===== src/core/usb_ctl_pkg.sv =====
// Register map, fields, timing and carriers of the USB top control
package usb_ctl_pkg;
    // Register byte offsets
    localparam logic [7:0] OFF_CONTROL     = 8'h00;
    localparam logic [7:0] OFF_PAGE_ONE    = 8'h04;
    localparam logic [7:0] OFF_PAGE_TWO    = 8'h08;
    localparam logic [7:0] OFF_PAGE_THREE  = 8'h0c;
    localparam logic [7:0] OFF_IRQ_STATUS  = 8'h10;
    localparam logic [7:0] OFF_IRQ_MASK    = 8'h14;
    localparam logic [7:0] OFF_TOKEN_CMD   = 8'h18;

    // Control register bit positions
    localparam int BIT_J_LINE      = 7;
    localparam int BIT_SE0         = 6;
    localparam int BIT_PKT_HOLD    = 5;
    localparam int BIT_BUS_RESET   = 4;
    localparam int BIT_HOST_EN     = 3;
    localparam int BIT_RESUME      = 2;
    localparam int BIT_PP_RESET    = 1;
    localparam int BIT_MODULE_EN   = 0;

    // Interrupt status bit positions
    localparam int IRQ_SETUP       = 0;
    localparam int IRQ_TOKEN_DONE  = 1;
    localparam int IRQ_HOST_TOGGLE = 2;
    localparam int IRQ_EOP_DONE    = 3;
    localparam int IRQ_WIDTH       = 4;

    // Page one holds bits 15:9 in its bits 7:1; alignment is 512 bytes
    localparam int ALIGN_BITS      = 9;

    // Reset values
    localparam logic [7:0] RST_CONTROL = 8'h00;
    localparam logic [7:0] RST_PAGE    = 8'h00;

    // Low-speed end of packet: two bit times of SE0 then one of J, at 1.5 Mbit/s
    localparam int EOP_BIT_NS      = 667;
    localparam int CLK_NS          = 40;
    localparam int EOP_BIT_CYCLES  = (EOP_BIT_NS + CLK_NS - 1) / CLK_NS;
    localparam int EOP_SE0_BITS    = 2;
    localparam int EOP_J_BITS      = 1;

    // Line drive request toward the transceiver
    typedef enum logic [1:0] {
        DRIVE_IDLE,
        DRIVE_SE0,
        DRIVE_K,
        DRIVE_J
    } line_drive_t;

    // Live line status from the receiver
    typedef struct packed {
        logic j_state;
        logic se0;
    } line_status_t;

    // Token engine handshake
    typedef struct packed {
        logic setup_seen;
        logic token_done;
    } token_event_t;
endpackage


===== src/core/usb_top_control.sv =====
// USB top control: line status, packet hold, role, reset/resume drive, table base
//
// Summary of operation
// [RULE_01] Control bit 7 shows live J state seen by the receiver.
// [RULE_02] Control bit 6 shows live single-ended zero on the lines.
// [RULE_03] Function role: bit 5 holds packet processing; set on SETUP, cleared by software.
// [RULE_04] Host role: bit 5 reads high while a token is executing.
// [RULE_05] Host software checks token busy clear before writing a new token.
// [RULE_06] Host role: bit 4 drives bus reset while set.
// [RULE_07] Bit 3 enables host capability.
// [RULE_08] Any change of host enable resets all host control logic.
// [RULE_09] Bit 2 drives resume signalling while set.
// [RULE_10] Software holds resume 10 ms as function, 25 ms as host.
// [RULE_11] Host role: clearing resume appends a low-speed end of packet.
// [RULE_12] Page two register holds table base bits 23 to 16.
// [RULE_13] Page three register holds table base bits 31 to 24.
// [RULE_14] Table base is always 512-byte aligned.
// [RULE_15] Page one supplies bits 15 to 9; all pages combine into base.
// [RULE_16] Bit 0 enables module or frame start; bit 1 resets ping-pong pointers.
`timescale 1ns/1ns
`default_nettype none
module usb_top_control (
    // Clock and reset
    input  wire logic                        mclk,
    input  wire logic                        srst,
    // Register port
    input  wire logic [7:0]                  reg_addr,
    input  wire logic [31:0]                 reg_wdata,
    input  wire logic                        reg_write,
    input  wire logic                        reg_read,
    output logic      [31:0]                 reg_rdata,
    // Line status and token engine
    input  wire usb_ctl_pkg::line_status_t   line_status,
    input  wire usb_ctl_pkg::token_event_t   token_event,
    // Controls toward the protocol engine
    output logic                             module_enable,
    output logic                             sof_enable,
    output logic                             pingpong_reset,
    output logic                             packet_hold,
    output logic                             host_logic_reset,
    output logic                             token_start,
    output logic      [7:0]                  token_command,
    output usb_ctl_pkg::line_drive_t         line_drive,
    output logic      [31:0]                 table_base,
    // Interrupt
    output logic                             irq
);
    // Software control bits, token state and edge history
    logic       packet_processing_hold;
    logic       bus_reset_drive;
    logic       host_role_enable;
    logic       resume_drive;
    logic       pingpong_pointer_reset;
    logic       module_enable_function;
    logic [6:0] table_base_bits_15_9;
    logic [7:0] table_base_bits_23_16;
    logic [7:0] table_base_bits_31_24;
    logic [usb_ctl_pkg::IRQ_WIDTH-1:0] irq_mask;
    logic [7:0] token_command_reg;
    logic       token_in_progress;
    logic       host_en_prev;
    logic       resume_prev;

    logic       next_packet_processing_hold;
    logic       next_bus_reset_drive;
    logic       next_host_role_enable;
    logic       next_resume_drive;
    logic       next_pingpong_pointer_reset;
    logic       next_module_enable_function;
    logic [6:0] next_table_base_bits_15_9;
    logic [7:0] next_table_base_bits_23_16;
    logic [7:0] next_table_base_bits_31_24;
    logic [usb_ctl_pkg::IRQ_WIDTH-1:0] next_irq_mask;
    logic [7:0] next_token_command_reg;
    logic       next_token_in_progress;
    logic       next_token_start;
    logic [31:0] next_reg_rdata;

    // Output flops
    logic       next_host_logic_reset;
    usb_ctl_pkg::line_drive_t next_line_drive;
    logic [31:0] next_table_base;

    // Sub-block wiring
    logic [usb_ctl_pkg::IRQ_WIDTH-1:0] irq_status;
    logic [usb_ctl_pkg::IRQ_WIDTH-1:0] irq_events;
    logic [usb_ctl_pkg::IRQ_WIDTH-1:0] irq_clear;
    logic       irq_line;
    usb_ctl_pkg::line_drive_t eop_drive;
    logic       eop_busy;
    logic       eop_done;
    logic       eop_start;
    logic       host_toggle;

    function automatic logic hit(input logic [7:0] off);
        hit = (reg_addr == off);
    endfunction

    function automatic logic [7:0] control_view(input logic host);
        control_view = {line_status.j_state, // RULE_01
                        line_status.se0, // RULE_02
                        host ? token_in_progress : packet_processing_hold, // RULE_04
                        bus_reset_drive, host_role_enable, resume_drive,
                        pingpong_pointer_reset, module_enable_function};
    endfunction

    logic wr_ctl;
    logic wr_tok;
    assign wr_ctl = reg_write && hit(usb_ctl_pkg::OFF_CONTROL);
    assign wr_tok = reg_write && hit(usb_ctl_pkg::OFF_TOKEN_CMD);

    // Host enable change, in either direction
    assign host_toggle = host_role_enable != host_en_prev;                   // RULE_08
    // Resume fall in host role starts the EOP
    assign eop_start   = resume_prev && !resume_drive && host_role_enable;   // RULE_11

    always_comb begin
        next_packet_processing_hold  = packet_processing_hold;
        next_bus_reset_drive         = bus_reset_drive;
        next_host_role_enable        = host_role_enable;
        next_resume_drive            = resume_drive;
        next_pingpong_pointer_reset  = pingpong_pointer_reset;
        next_module_enable_function  = module_enable_function;
        next_table_base_bits_15_9    = table_base_bits_15_9;
        next_table_base_bits_23_16   = table_base_bits_23_16;
        next_table_base_bits_31_24   = table_base_bits_31_24;
        next_irq_mask                = irq_mask;
        next_token_command_reg       = token_command_reg;
        next_token_in_progress       = token_in_progress;
        next_token_start             = 1'b0;
        irq_clear                    = '0;

        if (wr_ctl) begin
            {next_packet_processing_hold, next_bus_reset_drive, next_host_role_enable,
             next_resume_drive, next_pingpong_pointer_reset,
             next_module_enable_function} = reg_wdata[5:0]; // RULE_07 RULE_09
        end
        if (reg_write && hit(usb_ctl_pkg::OFF_PAGE_ONE)) begin
            next_table_base_bits_15_9 = reg_wdata[7:1];                          // RULE_15
        end
        if (reg_write && hit(usb_ctl_pkg::OFF_PAGE_TWO)) begin
            next_table_base_bits_23_16 = reg_wdata[7:0];                         // RULE_12
        end
        if (reg_write && hit(usb_ctl_pkg::OFF_PAGE_THREE)) begin
            next_table_base_bits_31_24 = reg_wdata[7:0];                         // RULE_13
        end
        if (reg_write && hit(usb_ctl_pkg::OFF_IRQ_MASK)) begin
            next_irq_mask = reg_wdata[usb_ctl_pkg::IRQ_WIDTH-1:0];
        end
        if (reg_write && hit(usb_ctl_pkg::OFF_IRQ_STATUS)) begin
            irq_clear = reg_wdata[usb_ctl_pkg::IRQ_WIDTH-1:0];
        end

        // Token busy only tracked in host role
        if (host_role_enable && wr_tok) begin
            next_token_command_reg = reg_wdata[7:0];
            next_token_in_progress = 1'b1;                                       // RULE_04
            next_token_start       = 1'b1;
        end
        if (token_event.token_done) begin
            next_token_in_progress = 1'b0;
        end

        // SETUP sets hold; set wins over clear
        if (!host_role_enable && token_event.setup_seen) begin
            next_packet_processing_hold = 1'b1;                                  // RULE_03
        end

        // Host state dropped on role change
        if (host_toggle) begin
            next_token_in_progress = 1'b0;                                       // RULE_08
            next_token_command_reg = 8'h00;
            next_bus_reset_drive   = 1'b0;
        end
    end

    always_comb begin
        next_host_logic_reset = host_toggle;                                     // RULE_08
        // Priority: bus reset, then resume K, then trailing EOP
        if (host_role_enable && bus_reset_drive) begin
            next_line_drive = usb_ctl_pkg::DRIVE_SE0;                            // RULE_06
        end else if (resume_drive) begin
            next_line_drive = usb_ctl_pkg::DRIVE_K;                              // RULE_09
        end else if (eop_busy) begin
            next_line_drive = eop_drive;                                         // RULE_11
        end else begin
            next_line_drive = usb_ctl_pkg::DRIVE_IDLE;
        end
        // Low bits below the boundary are always zero
        next_table_base = {table_base_bits_31_24, table_base_bits_23_16,
                           table_base_bits_15_9, {usb_ctl_pkg::ALIGN_BITS{1'b0}}}; // RULE_14

        next_reg_rdata = 32'h0000_0000;
        if (reg_read) begin
            if (hit(usb_ctl_pkg::OFF_CONTROL)) begin
                next_reg_rdata[7:0] = control_view(host_role_enable);
            end else if (hit(usb_ctl_pkg::OFF_PAGE_ONE)) begin
                next_reg_rdata[7:1] = table_base_bits_15_9;
            end else if (hit(usb_ctl_pkg::OFF_PAGE_TWO)) begin
                next_reg_rdata[7:0] = table_base_bits_23_16;
            end else if (hit(usb_ctl_pkg::OFF_PAGE_THREE)) begin
                next_reg_rdata[7:0] = table_base_bits_31_24;
            end else if (hit(usb_ctl_pkg::OFF_IRQ_STATUS)) begin
                next_reg_rdata[usb_ctl_pkg::IRQ_WIDTH-1:0] = irq_status;
            end else if (hit(usb_ctl_pkg::OFF_IRQ_MASK)) begin
                next_reg_rdata[usb_ctl_pkg::IRQ_WIDTH-1:0] = irq_mask;
            end else if (hit(usb_ctl_pkg::OFF_TOKEN_CMD)) begin
                next_reg_rdata[7:0] = token_command_reg;
            end
        end
    end

    always_ff @(posedge mclk) begin
        if (srst) begin
            {packet_processing_hold, bus_reset_drive, host_role_enable, resume_drive,
             pingpong_pointer_reset, module_enable_function} <= usb_ctl_pkg::RST_CONTROL[5:0];
            table_base_bits_15_9   <= usb_ctl_pkg::RST_PAGE[7:1];
            table_base_bits_23_16  <= usb_ctl_pkg::RST_PAGE;
            table_base_bits_31_24  <= usb_ctl_pkg::RST_PAGE;
            irq_mask               <= '0;
            token_command_reg      <= 8'h00;
            token_in_progress      <= 1'b0;
            host_en_prev           <= 1'b0;
            resume_prev            <= 1'b0;
            token_start            <= 1'b0;
            token_command          <= 8'h00;
            host_logic_reset       <= 1'b0;
            line_drive             <= usb_ctl_pkg::DRIVE_IDLE;
            table_base             <= 32'h0000_0000;
            reg_rdata              <= 32'h0000_0000;
        end else begin
            packet_processing_hold <= next_packet_processing_hold;
            bus_reset_drive        <= next_bus_reset_drive;
            host_role_enable       <= next_host_role_enable;
            resume_drive           <= next_resume_drive;
            pingpong_pointer_reset <= next_pingpong_pointer_reset;
            module_enable_function <= next_module_enable_function;
            table_base_bits_15_9   <= next_table_base_bits_15_9;
            table_base_bits_23_16  <= next_table_base_bits_23_16;
            table_base_bits_31_24  <= next_table_base_bits_31_24;
            irq_mask               <= next_irq_mask;
            token_command_reg      <= next_token_command_reg;
            token_in_progress      <= next_token_in_progress;
            host_en_prev           <= host_role_enable;
            resume_prev            <= resume_drive;
            token_start            <= next_token_start;
            token_command          <= next_token_command_reg;
            host_logic_reset       <= next_host_logic_reset;
            line_drive             <= next_line_drive;
            table_base             <= next_table_base;
            reg_rdata              <= next_reg_rdata;
        end
    end

    // Role outputs
    always_ff @(posedge mclk) begin
        if (srst) begin
            module_enable  <= 1'b0;
            sof_enable     <= 1'b0;
            pingpong_reset <= 1'b0;
            packet_hold    <= 1'b0;
        end else begin
            module_enable  <= module_enable_function && !next_host_role_enable;  // RULE_16
            sof_enable     <= module_enable_function && next_host_role_enable;   // RULE_16
            pingpong_reset <= next_pingpong_pointer_reset;                        // RULE_16
            packet_hold    <= next_packet_processing_hold && !next_host_role_enable; // RULE_03
        end
    end

    assign irq_events = {eop_done, host_toggle, token_event.token_done,
                         !host_role_enable && token_event.setup_seen};

    usb_irq_bank u_irq (
        .mclk       (mclk),
        .srst       (srst),
        .events     (irq_events),
        .clear_bits (irq_clear),
        .mask       (irq_mask),
        .status     (irq_status),
        .irq        (irq_line)
    );

    usb_eop_shaper u_eop (
        .mclk  (mclk),
        .srst  (srst || host_toggle),
        .start (eop_start),
        .drive (eop_drive),
        .busy  (eop_busy),
        .done  (eop_done)
    );

    assign irq = irq_line;
endmodule
`default_nettype wire


===== src/core/usb_eop_shaper.sv =====
// Low-speed end-of-packet sequencer appended after host resume
`timescale 1ns/1ns
`default_nettype none
module usb_eop_shaper (
    // Clock and reset
    input  wire logic                      mclk,
    input  wire logic                      srst,
    // Control
    input  wire logic                      start,
    // Result
    output usb_ctl_pkg::line_drive_t       drive,
    output logic                           busy,
    output logic                           done
);
    typedef enum logic [1:0] {ST_IDLE, ST_SE0, ST_J} eop_state_t;

    eop_state_t state;
    eop_state_t next_state;
    logic [7:0] count;
    logic [7:0] next_count;
    logic       next_done;

    localparam logic [7:0] SE0_LEN =
        8'(usb_ctl_pkg::EOP_BIT_CYCLES * usb_ctl_pkg::EOP_SE0_BITS);
    localparam logic [7:0] J_LEN =
        8'(usb_ctl_pkg::EOP_BIT_CYCLES * usb_ctl_pkg::EOP_J_BITS);

    always_comb begin
        next_state = state;
        next_count = count;
        next_done  = 1'b0;
        unique case (state)
            ST_IDLE: begin
                if (start) begin
                    next_state = ST_SE0;
                    next_count = SE0_LEN - 8'h01;
                end
            end
            ST_SE0: begin
                if (count == 8'h00) begin
                    next_state = ST_J;
                    next_count = J_LEN - 8'h01;
                end else begin
                    next_count = count - 8'h01;
                end
            end
            ST_J: begin
                if (count == 8'h00) begin
                    next_state = ST_IDLE;
                    next_done  = 1'b1;
                end else begin
                    next_count = count - 8'h01;
                end
            end
        endcase
    end

    always_ff @(posedge mclk) begin
        if (srst) begin
            state <= ST_IDLE;
            count <= 8'h00;
            done  <= 1'b0;
        end else begin
            state <= next_state;
            count <= next_count;
            done  <= next_done;
        end
    end

    assign busy  = (state != ST_IDLE);
    assign drive = (state == ST_SE0) ? usb_ctl_pkg::DRIVE_SE0 :
                   (state == ST_J)   ? usb_ctl_pkg::DRIVE_J : usb_ctl_pkg::DRIVE_IDLE;
endmodule
`default_nettype wire


===== src/core/usb_irq_bank.sv =====
// Sticky event flags, write-one-to-clear, with mask and level interrupt
`timescale 1ns/1ns
`default_nettype none
module usb_irq_bank (
    // Clock and reset
    input  wire logic                             mclk,
    input  wire logic                             srst,
    // Events and software access
    input  wire logic [usb_ctl_pkg::IRQ_WIDTH-1:0] events,
    input  wire logic [usb_ctl_pkg::IRQ_WIDTH-1:0] clear_bits,
    input  wire logic [usb_ctl_pkg::IRQ_WIDTH-1:0] mask,
    // Result
    output logic      [usb_ctl_pkg::IRQ_WIDTH-1:0] status,
    output logic                                   irq
);
    logic [usb_ctl_pkg::IRQ_WIDTH-1:0] next_status;
    logic                              next_irq;

    always_comb begin
        // Set wins over a clear in the same cycle
        next_status = (status & ~clear_bits) | events;
        next_irq    = |(next_status & mask);
    end

    always_ff @(posedge mclk) begin
        if (srst) begin
            status <= '0;
            irq    <= 1'b0;
        end else begin
            status <= next_status;
            irq    <= next_irq;
        end
    end
endmodule
`default_nettype wire


===== config.mk =====
export PLATFORM = sky130hd
export DESIGN_NAME = usb_top_control
export DESIGN_NICKNAME = d
export VERILOG_FILES = /design/src/core/usb_ctl_pkg.sv /design/src/core/usb_top_control.sv /design/src/core/usb_eop_shaper.sv /design/src/core/usb_irq_bank.sv
export SDC_FILE = /design/constraint.sdc
export NUM_CORES = 1
export LEC_CHECK = 0
export BUFFER_PORTS_ARGS = -buffer_cell sky130_fd_sc_hd__buf_2
export CAP_MARGIN = 20
export CORE_MARGIN = 3
export CORE_UTILIZATION = 46
export DETAILED_ROUTE_END_ITERATION = 8
export GPL_TIMING_DRIVEN = 0
export PLACE_DENSITY = 0.87
export SLEW_MARGIN = 20
export SYNTH_ARGS = -nofsm -noshare
export SYNTH_HDL_FRONTEND = slang
export SYNTH_SLANG_ARGS = --single-unit

===== constraint.sdc =====
create_clock -name mclk -period 1.6 [get_ports mclk]
set_input_delay 0.24 -clock mclk [delete_from_list [all_inputs] [get_ports mclk]]
set_output_delay 0.24 -clock mclk [all_outputs]
set_load 0.05 [all_outputs]

==> results of run 1 <==
==> final timing paths <==
check                                  startpoint                 to  slack [ns]  depth (start not counted)
worst max-delay path               u_eop.count[1]     u_eop.count[4]        0.03                          8
worst min-delay path               token_event[0]  token_in_progress        0.09                          2
worst max register to register     u_eop.count[1]     u_eop.count[4]        0.03                          8
worst min register to register  token_in_progress  token_in_progress        0.47                          2
==> power breakdown <==
group | total, mW | internal [mW] | switching [mW]
combinational | 0.480 | 0.125 | 0.355
clock | 1.53 | 0.593 | 0.940
sequential | 2.45 | 2.44 | 0.00425
total | 4.46 | 3.16 | 1.30
==> Yosys cell counts (2+ instances only) <==
library cell / count
a41oi_1: 6
nand3_1: 9
a22oi_1: 7
nor3b_1: 3
nand2_1: 30
buf_4: 33
a21oi_1: 14
inv_1: 14
o21ai_0: 21
ha_1: 5
buf_2: 7
nor2b_1: 27
dfxtp_1: 98
and3_1: 4
mux2_2: 7
nor4_1: 4
clkbuf_1: 10
o211ai_1: 2
a2bb2oi_1: 3
o22ai_1: 5
buf_1: 2
and2_1: 3
mux2i_1: 42
nand2b_1: 7
xnor2_1: 2
o21bai_1: 2
a221oi_1: 2
nor2_1: 62
a211oi_1: 4
o21a_1: 3
nand4_1: 2
==> cells by family after synthesis <==
family | Yosys count | share of synthesized area (%)
compound gates | 76 | 11.6
xor+xnor | 2 | 0.407
fa+ha+maj | 5 | 1.45
buf+inv | 69 | 9.28
flops | 98 | 45.6
mux | 49 | 11.6
other cells | 1 | 0.0872
simple gates | 164 | 20.0
==> routing by layer <==
layer | track usage [%] | vias to the layer above | wire [um]
li1 | - | 1783 | -
met1 | 26.1 | 1744 | 4720
met2 | 37.8 | 134 | 5680
met3 | 4.87 | 31 | 741
met4 | 6.56 | 0 | 247
met5 | 0 | - | 0
==> worst register-to-register path: stages, from the launching register on <==
cell and delay (ns):
dfxtp_4 0.38, inv_4 0.05, ha_4 0.15, nor3b_4 0.15, and2_4 0.19, buf_4 0.13, a21o_1 0.16, a32oi_2 0.21
nor2_1 0.05
==> repair_timing <==
| item | 4_1_cts | 5_1_grt |
|---|---|---|
| endpoints found under the setup margin | 34 | 26 |
| pin swaps | 3 | 8 |
| gates resized for setup | 25 | 23 |
| buffers inserted | 9 | 6 |
==> cell usage in the layout (no fill, tap or decap), drive strengths merged, types with 7 or more instances in the layout <==
cell type,Yosys,layout
inv,15,19
nand3,9,9
mux2i,42,42
nand2b,7,7
dfxtp,98,98
a21oi,14,14
nor2,64,64
conb,1,33
nor2b,27,27
mux2,7,7
clkbuf,10,18
buf,43,127
nand2,30,30
a22oi,7,7
o21ai,21,21
==> layout make-up <==
class	instances	area, um2
fillers	758	3520
multi-input cells	329	2210
flip-flops and latches	98	1970
repair buffers	84	458
plain buffers	52	343
well taps	108	135
clock buffers	9	124
inverters	16	62.6
clock inverters	7	60.1
==> metrics by stage <==
| step | std cells | total power [mW] | instance area (um2) | util (%) | setup slack, ns |
|---|---|---|---|---|---|
| after CTS | 698 | 4.47 | 5270 | 59.2 | 0.0119 |
| after global placement | 673 | 2.97 | 4920 | 55.4 | -0.487 |
| after global routing | 703 | 4.62 | 5370 | 60.4 | -0.0429 |
| after detailed placement | 673 | 2.97 | 4920 | 55.4 | -0.460 |
| final | 703 | 4.46 | 5370 | 60.4 | 0.0322 |
| after floorplan | 496 | 2.87 | 4440 | - | -0.0710 |
==> metrics, run 1 <==
status finished clean; Synth top area share 45.6%; largest net degree at the start of global routing 19; final wirelength 11.4 mm; CP max-delay cell dfxtp_4; Overall Global Routing Usage 21.5%; register with the most flip-flops table_base; Tcrit/Tclk final 98.0%; CTS Hold Bufs 0; final net count 643; IO Count 129; Die Height 103 um; crit path kind register to register; Die Wd 103 um; RSZ-0062 raised after global routing yes; minimum clock period 1.57 ns; VDD IR max 463 uV; largest area contributor in the netlist dfxtp_1; Clock Tree Buf Depth 2; syn_area_per_cell 9.27 um2; critical-path cell list inv_4 > ha_4 > nor3b_4 > and2_4 > buf_4 > a21o_1 > a32oi_2 > nor2_1; sequential share of the synthesized area 45.6%; proportion of layout cells with a drive suffix above 1 32.1%; CTS tree yes; number of global-route vias before repair 3,518; DP HPWL 8.22 mm; Synth area leaders dfxtp_1 46%, mux2i_1 9.8%, buf_4 5.8%; crit path max fanout 4; Max Cap Viol 0; Hold Vio Cnt, Final 0; Slew @ Worst Pin 0.658 ns; CTS buffer count 9; maximum clock frequency 638 MHz; Mapped Cells 464; Pre-antenna DRT Iters 5; CTS H-tree lvls 3; PortBufs 69; clk sinks 98; via count 3,692; Post-synth ARST share 0%; Distinct cells, synth 55; Clock Skews 0.0127 ns; CP Buf/Inv Count 2; Worst-Skew Late Latency 0.37 ns; CTS Root Cell clkbuf_8; CP startpoint kind register; YS warnings 0; leakage power figure 2.37 nW; CP max stage delay 0.38 ns; setup tns final 0 ns; slew margin rel. 56.2%; initial antenna violation count 0; Core Rows 34; number of enable flip-flop cells after synthesis 0; Crit path max-delay family flip-flops; synthesized flop and latch total 98; Top FF cell, synth dfxtp_1; HP Class input pin to register; Starting Density 48.4%; Core ar. 0.00889 mm2; Syn-to-layout area delta 24.8%; max reg flops 23; full die area 0.0105 mm2; # setup viols final 0; diode count 0; CP required 1.87 ns; post-route ant nets 0; Power Density 830 mW/mm2; vias per cell 5.25; Slew Limit Fails 0; DRC violations left 0; WP data arrival 1.83 ns; first-pass GRT wire length 17.5 mm; wire length per cell 16.2 um; total grt overflow 0; Initial DRC Count 218; clk slew on worst S/H paths 0.10 ns; Min Hold Slack 0.0877 ns; GP Congestion 0.921; Crit. End Element register; post-synth design cell area 0.00430 mm2
Note: power is estimated with default switching activity, not from simulation.
==> inputs of run 2 (changes only) <==
Settings changed: PLACE_DENSITY 0.87 to 0.75.
==> metrics, run 2 (same netlist as run 1, synthesis figures left out) <==
# setup viols final 0 (unchanged); number of global-route vias before repair 3,423 (-2.7%); DRC violations left 0 (unchanged); Syn-to-layout area delta 25.9%; wire length per cell 15.7 um (-3.1%); DP HPWL 7.98 mm (-3.0%); initial antenna violation count 0 (unchanged); largest net degree at the start of global routing 17 (-2); Post-DP Area 0.00492 mm2 (unchanged); diode count 0 (unchanged); total of fill cells in the finished design 746 (-1.6%); first-pass GRT wire length 16.8 mm (-3.9%); most frequent cells in the layout 93 x dfxtp_1, 74 x buf_2, 60 x nor2_1, 51 x buf_4, 42 x mux2i_1; WP data arrival 1.83 ns (about the same); Worst-Skew Late Latency 0.37 ns (about the same); Final Power 4.71 mW (+5.6%); Die Wd 103 um (unchanged); CP startpoint kind register; crit path kind register to register; Hold Vio Cnt, Final 0 (unchanged); RSZ-0062 raised after global routing yes; HP Class input pin to register; max reg flops 23 (unchanged); Slew Limit Fails 0 (unchanged); vias per cell 5.24 (-0.30%); Die Height 103 um (unchanged); PortBufs 69 (unchanged); Initial DRC Count 252 (+16%); via count 3,686 (-0.16%); CTS H-tree lvls 3 (unchanged); CTS buffer count 9 (unchanged); final net count 644 (+0.16%); total grt overflow 0 (unchanged); post-route cell area 0.00542 mm2 (+0.89%); proportion of layout cells with a drive suffix above 1 31.7% (-0.39 points); VDD IR max 583 uV (+26%); Slew @ Worst Pin 0.682 ns (+0.0247 ns); CTS Root Cell clkbuf_8; minimum clock period 1.58 ns (+0.0110 ns); Core Rows 34 (unchanged); Core ar. 0.00889 mm2 (unchanged); slew margin rel. 54.5% (-1.6 points); clk sinks 98 (unchanged); commonest non-fill, non-tap cell in the layout dfxtp_1; Power Density 869 mW/mm2 (+4.7%); Max Cap Viol 0 (unchanged); full die area 0.0105 mm2 (unchanged); Layout Cells excl Fill 704 (+0.14%); setup tns final 0 ns (unchanged); Clock Tree Buf Depth 2 (unchanged); post-placement cell count 673 (unchanged); crit path max fanout 4 (unchanged); GP Congestion 0.972 (+5.6%); CP required 1.85 ns (-0.02 ns); Starting Density 48.4% (unchanged); Clock Skews 0.0147 ns (+0.00202 ns); IO Count 129 (unchanged); Tcrit/Tclk final 98.7% (+0.69 points); maximum clock frequency 633 MHz (-0.70%); register with the most flip-flops table_base; clk slew on worst S/H paths 0.10 ns (about the same); Pre-antenna DRT Iters 5 (unchanged); Crit. End Element register; post-route ant nets 0 (unchanged); status finished clean; final wirelength 11.0 mm (-2.9%); leakage power figure 2.39 nW (+0.86%); CTS tree yes; Min Hold Slack 0.0776 ns (-0.0101 ns); Overall Global Routing Usage 20.7% (-0.78 points)
[run 2: cell types whose count changed in the layout (fill, tap and decap cells not counted), sizes merged]
cell and delta:
buf +1, clkinv -1, clkbuf +1, bufinv +2, inv -3, clkinvlp +1
[run 2: worst paths after layout]
check / start / endpoint / slack, ns / cells past startpoint
worst max-delay path: u_eop.count[3] / u_eop.state[1] / 0.02 / 6
worst min-delay path: srst / u_irq.status[0] / 0.08 / 2
worst max register to register: u_eop.count[3] / u_eop.state[1] / 0.02 / 6
worst min register to register: token_in_progress / token_in_progress / 0.47 / 2
[run 2: layout make-up]
type                       count  area, um2  share of cell area (%)
tap                          108        135                    2.49
clock inverter                 6       88.8                    1.64
sequential                    98       1970                    36.4
inverter                      16       62.6                    1.15
buffer                        52        343                    6.33
timing repair buffer          85        465                    8.59
clock buffer                  10        138                    2.54
multi-input combinational    329       2210                    40.9
[run 2: critical path, cell delays in order, from the launching register on]
cell and delay (ns):
dfxtp_2 0.37, nor4_4 0.40, nand2_2 0.15, buf_4 0.16, a21oi_1 0.15, a2bb2oi_1 0.18
nor2_1 0.06
[run 2: per-stage QoR]
step / worst slack (ns) / utilization (%)
2_1_floorplan: -0.0710 / -
3_3_place_gp: -0.402 / 55.4
3_5_place_dp: -0.419 / 55.4
4_1_cts: 0.00535 / 59.7
5_1_grt: -0.0403 / 60.9
6_report: 0.0212 / 60.9
[run 2: repair_timing]
item                                    in CTS  in global routing
buffers inserted                             9                  7
endpoints found under the setup margin      34                 25
pin swaps                                    3                  8
hold buffers                                 0                  0
cloned                                       0                  0
resized for setup                           22                 22
[run 2: power breakdown]
part / leakage, nW / internal, mW / switching [mW] / total [mW]
clock: 0.109 / 0.926 / 0.858 / 1.78
sequential: 0.793 / 2.44 / 0.00400 / 2.45
combinational: 1.49 / 0.126 / 0.353 / 0.479
[run 2: routing by layer]
| layer | up-vias | global-route usage (%) | share of wire (%) |
|---|---|---|---|
| li1 | 1782 | - | - |
| met1 | 1720 | 24.9 | 41 |
| met2 | 162 | 36.7 | 51 |
| met3 | 22 | 4.13 | 6.5 |
| met4 | 0 | 6.96 | 1.6 |
| met5 | - | 0 | 0 |
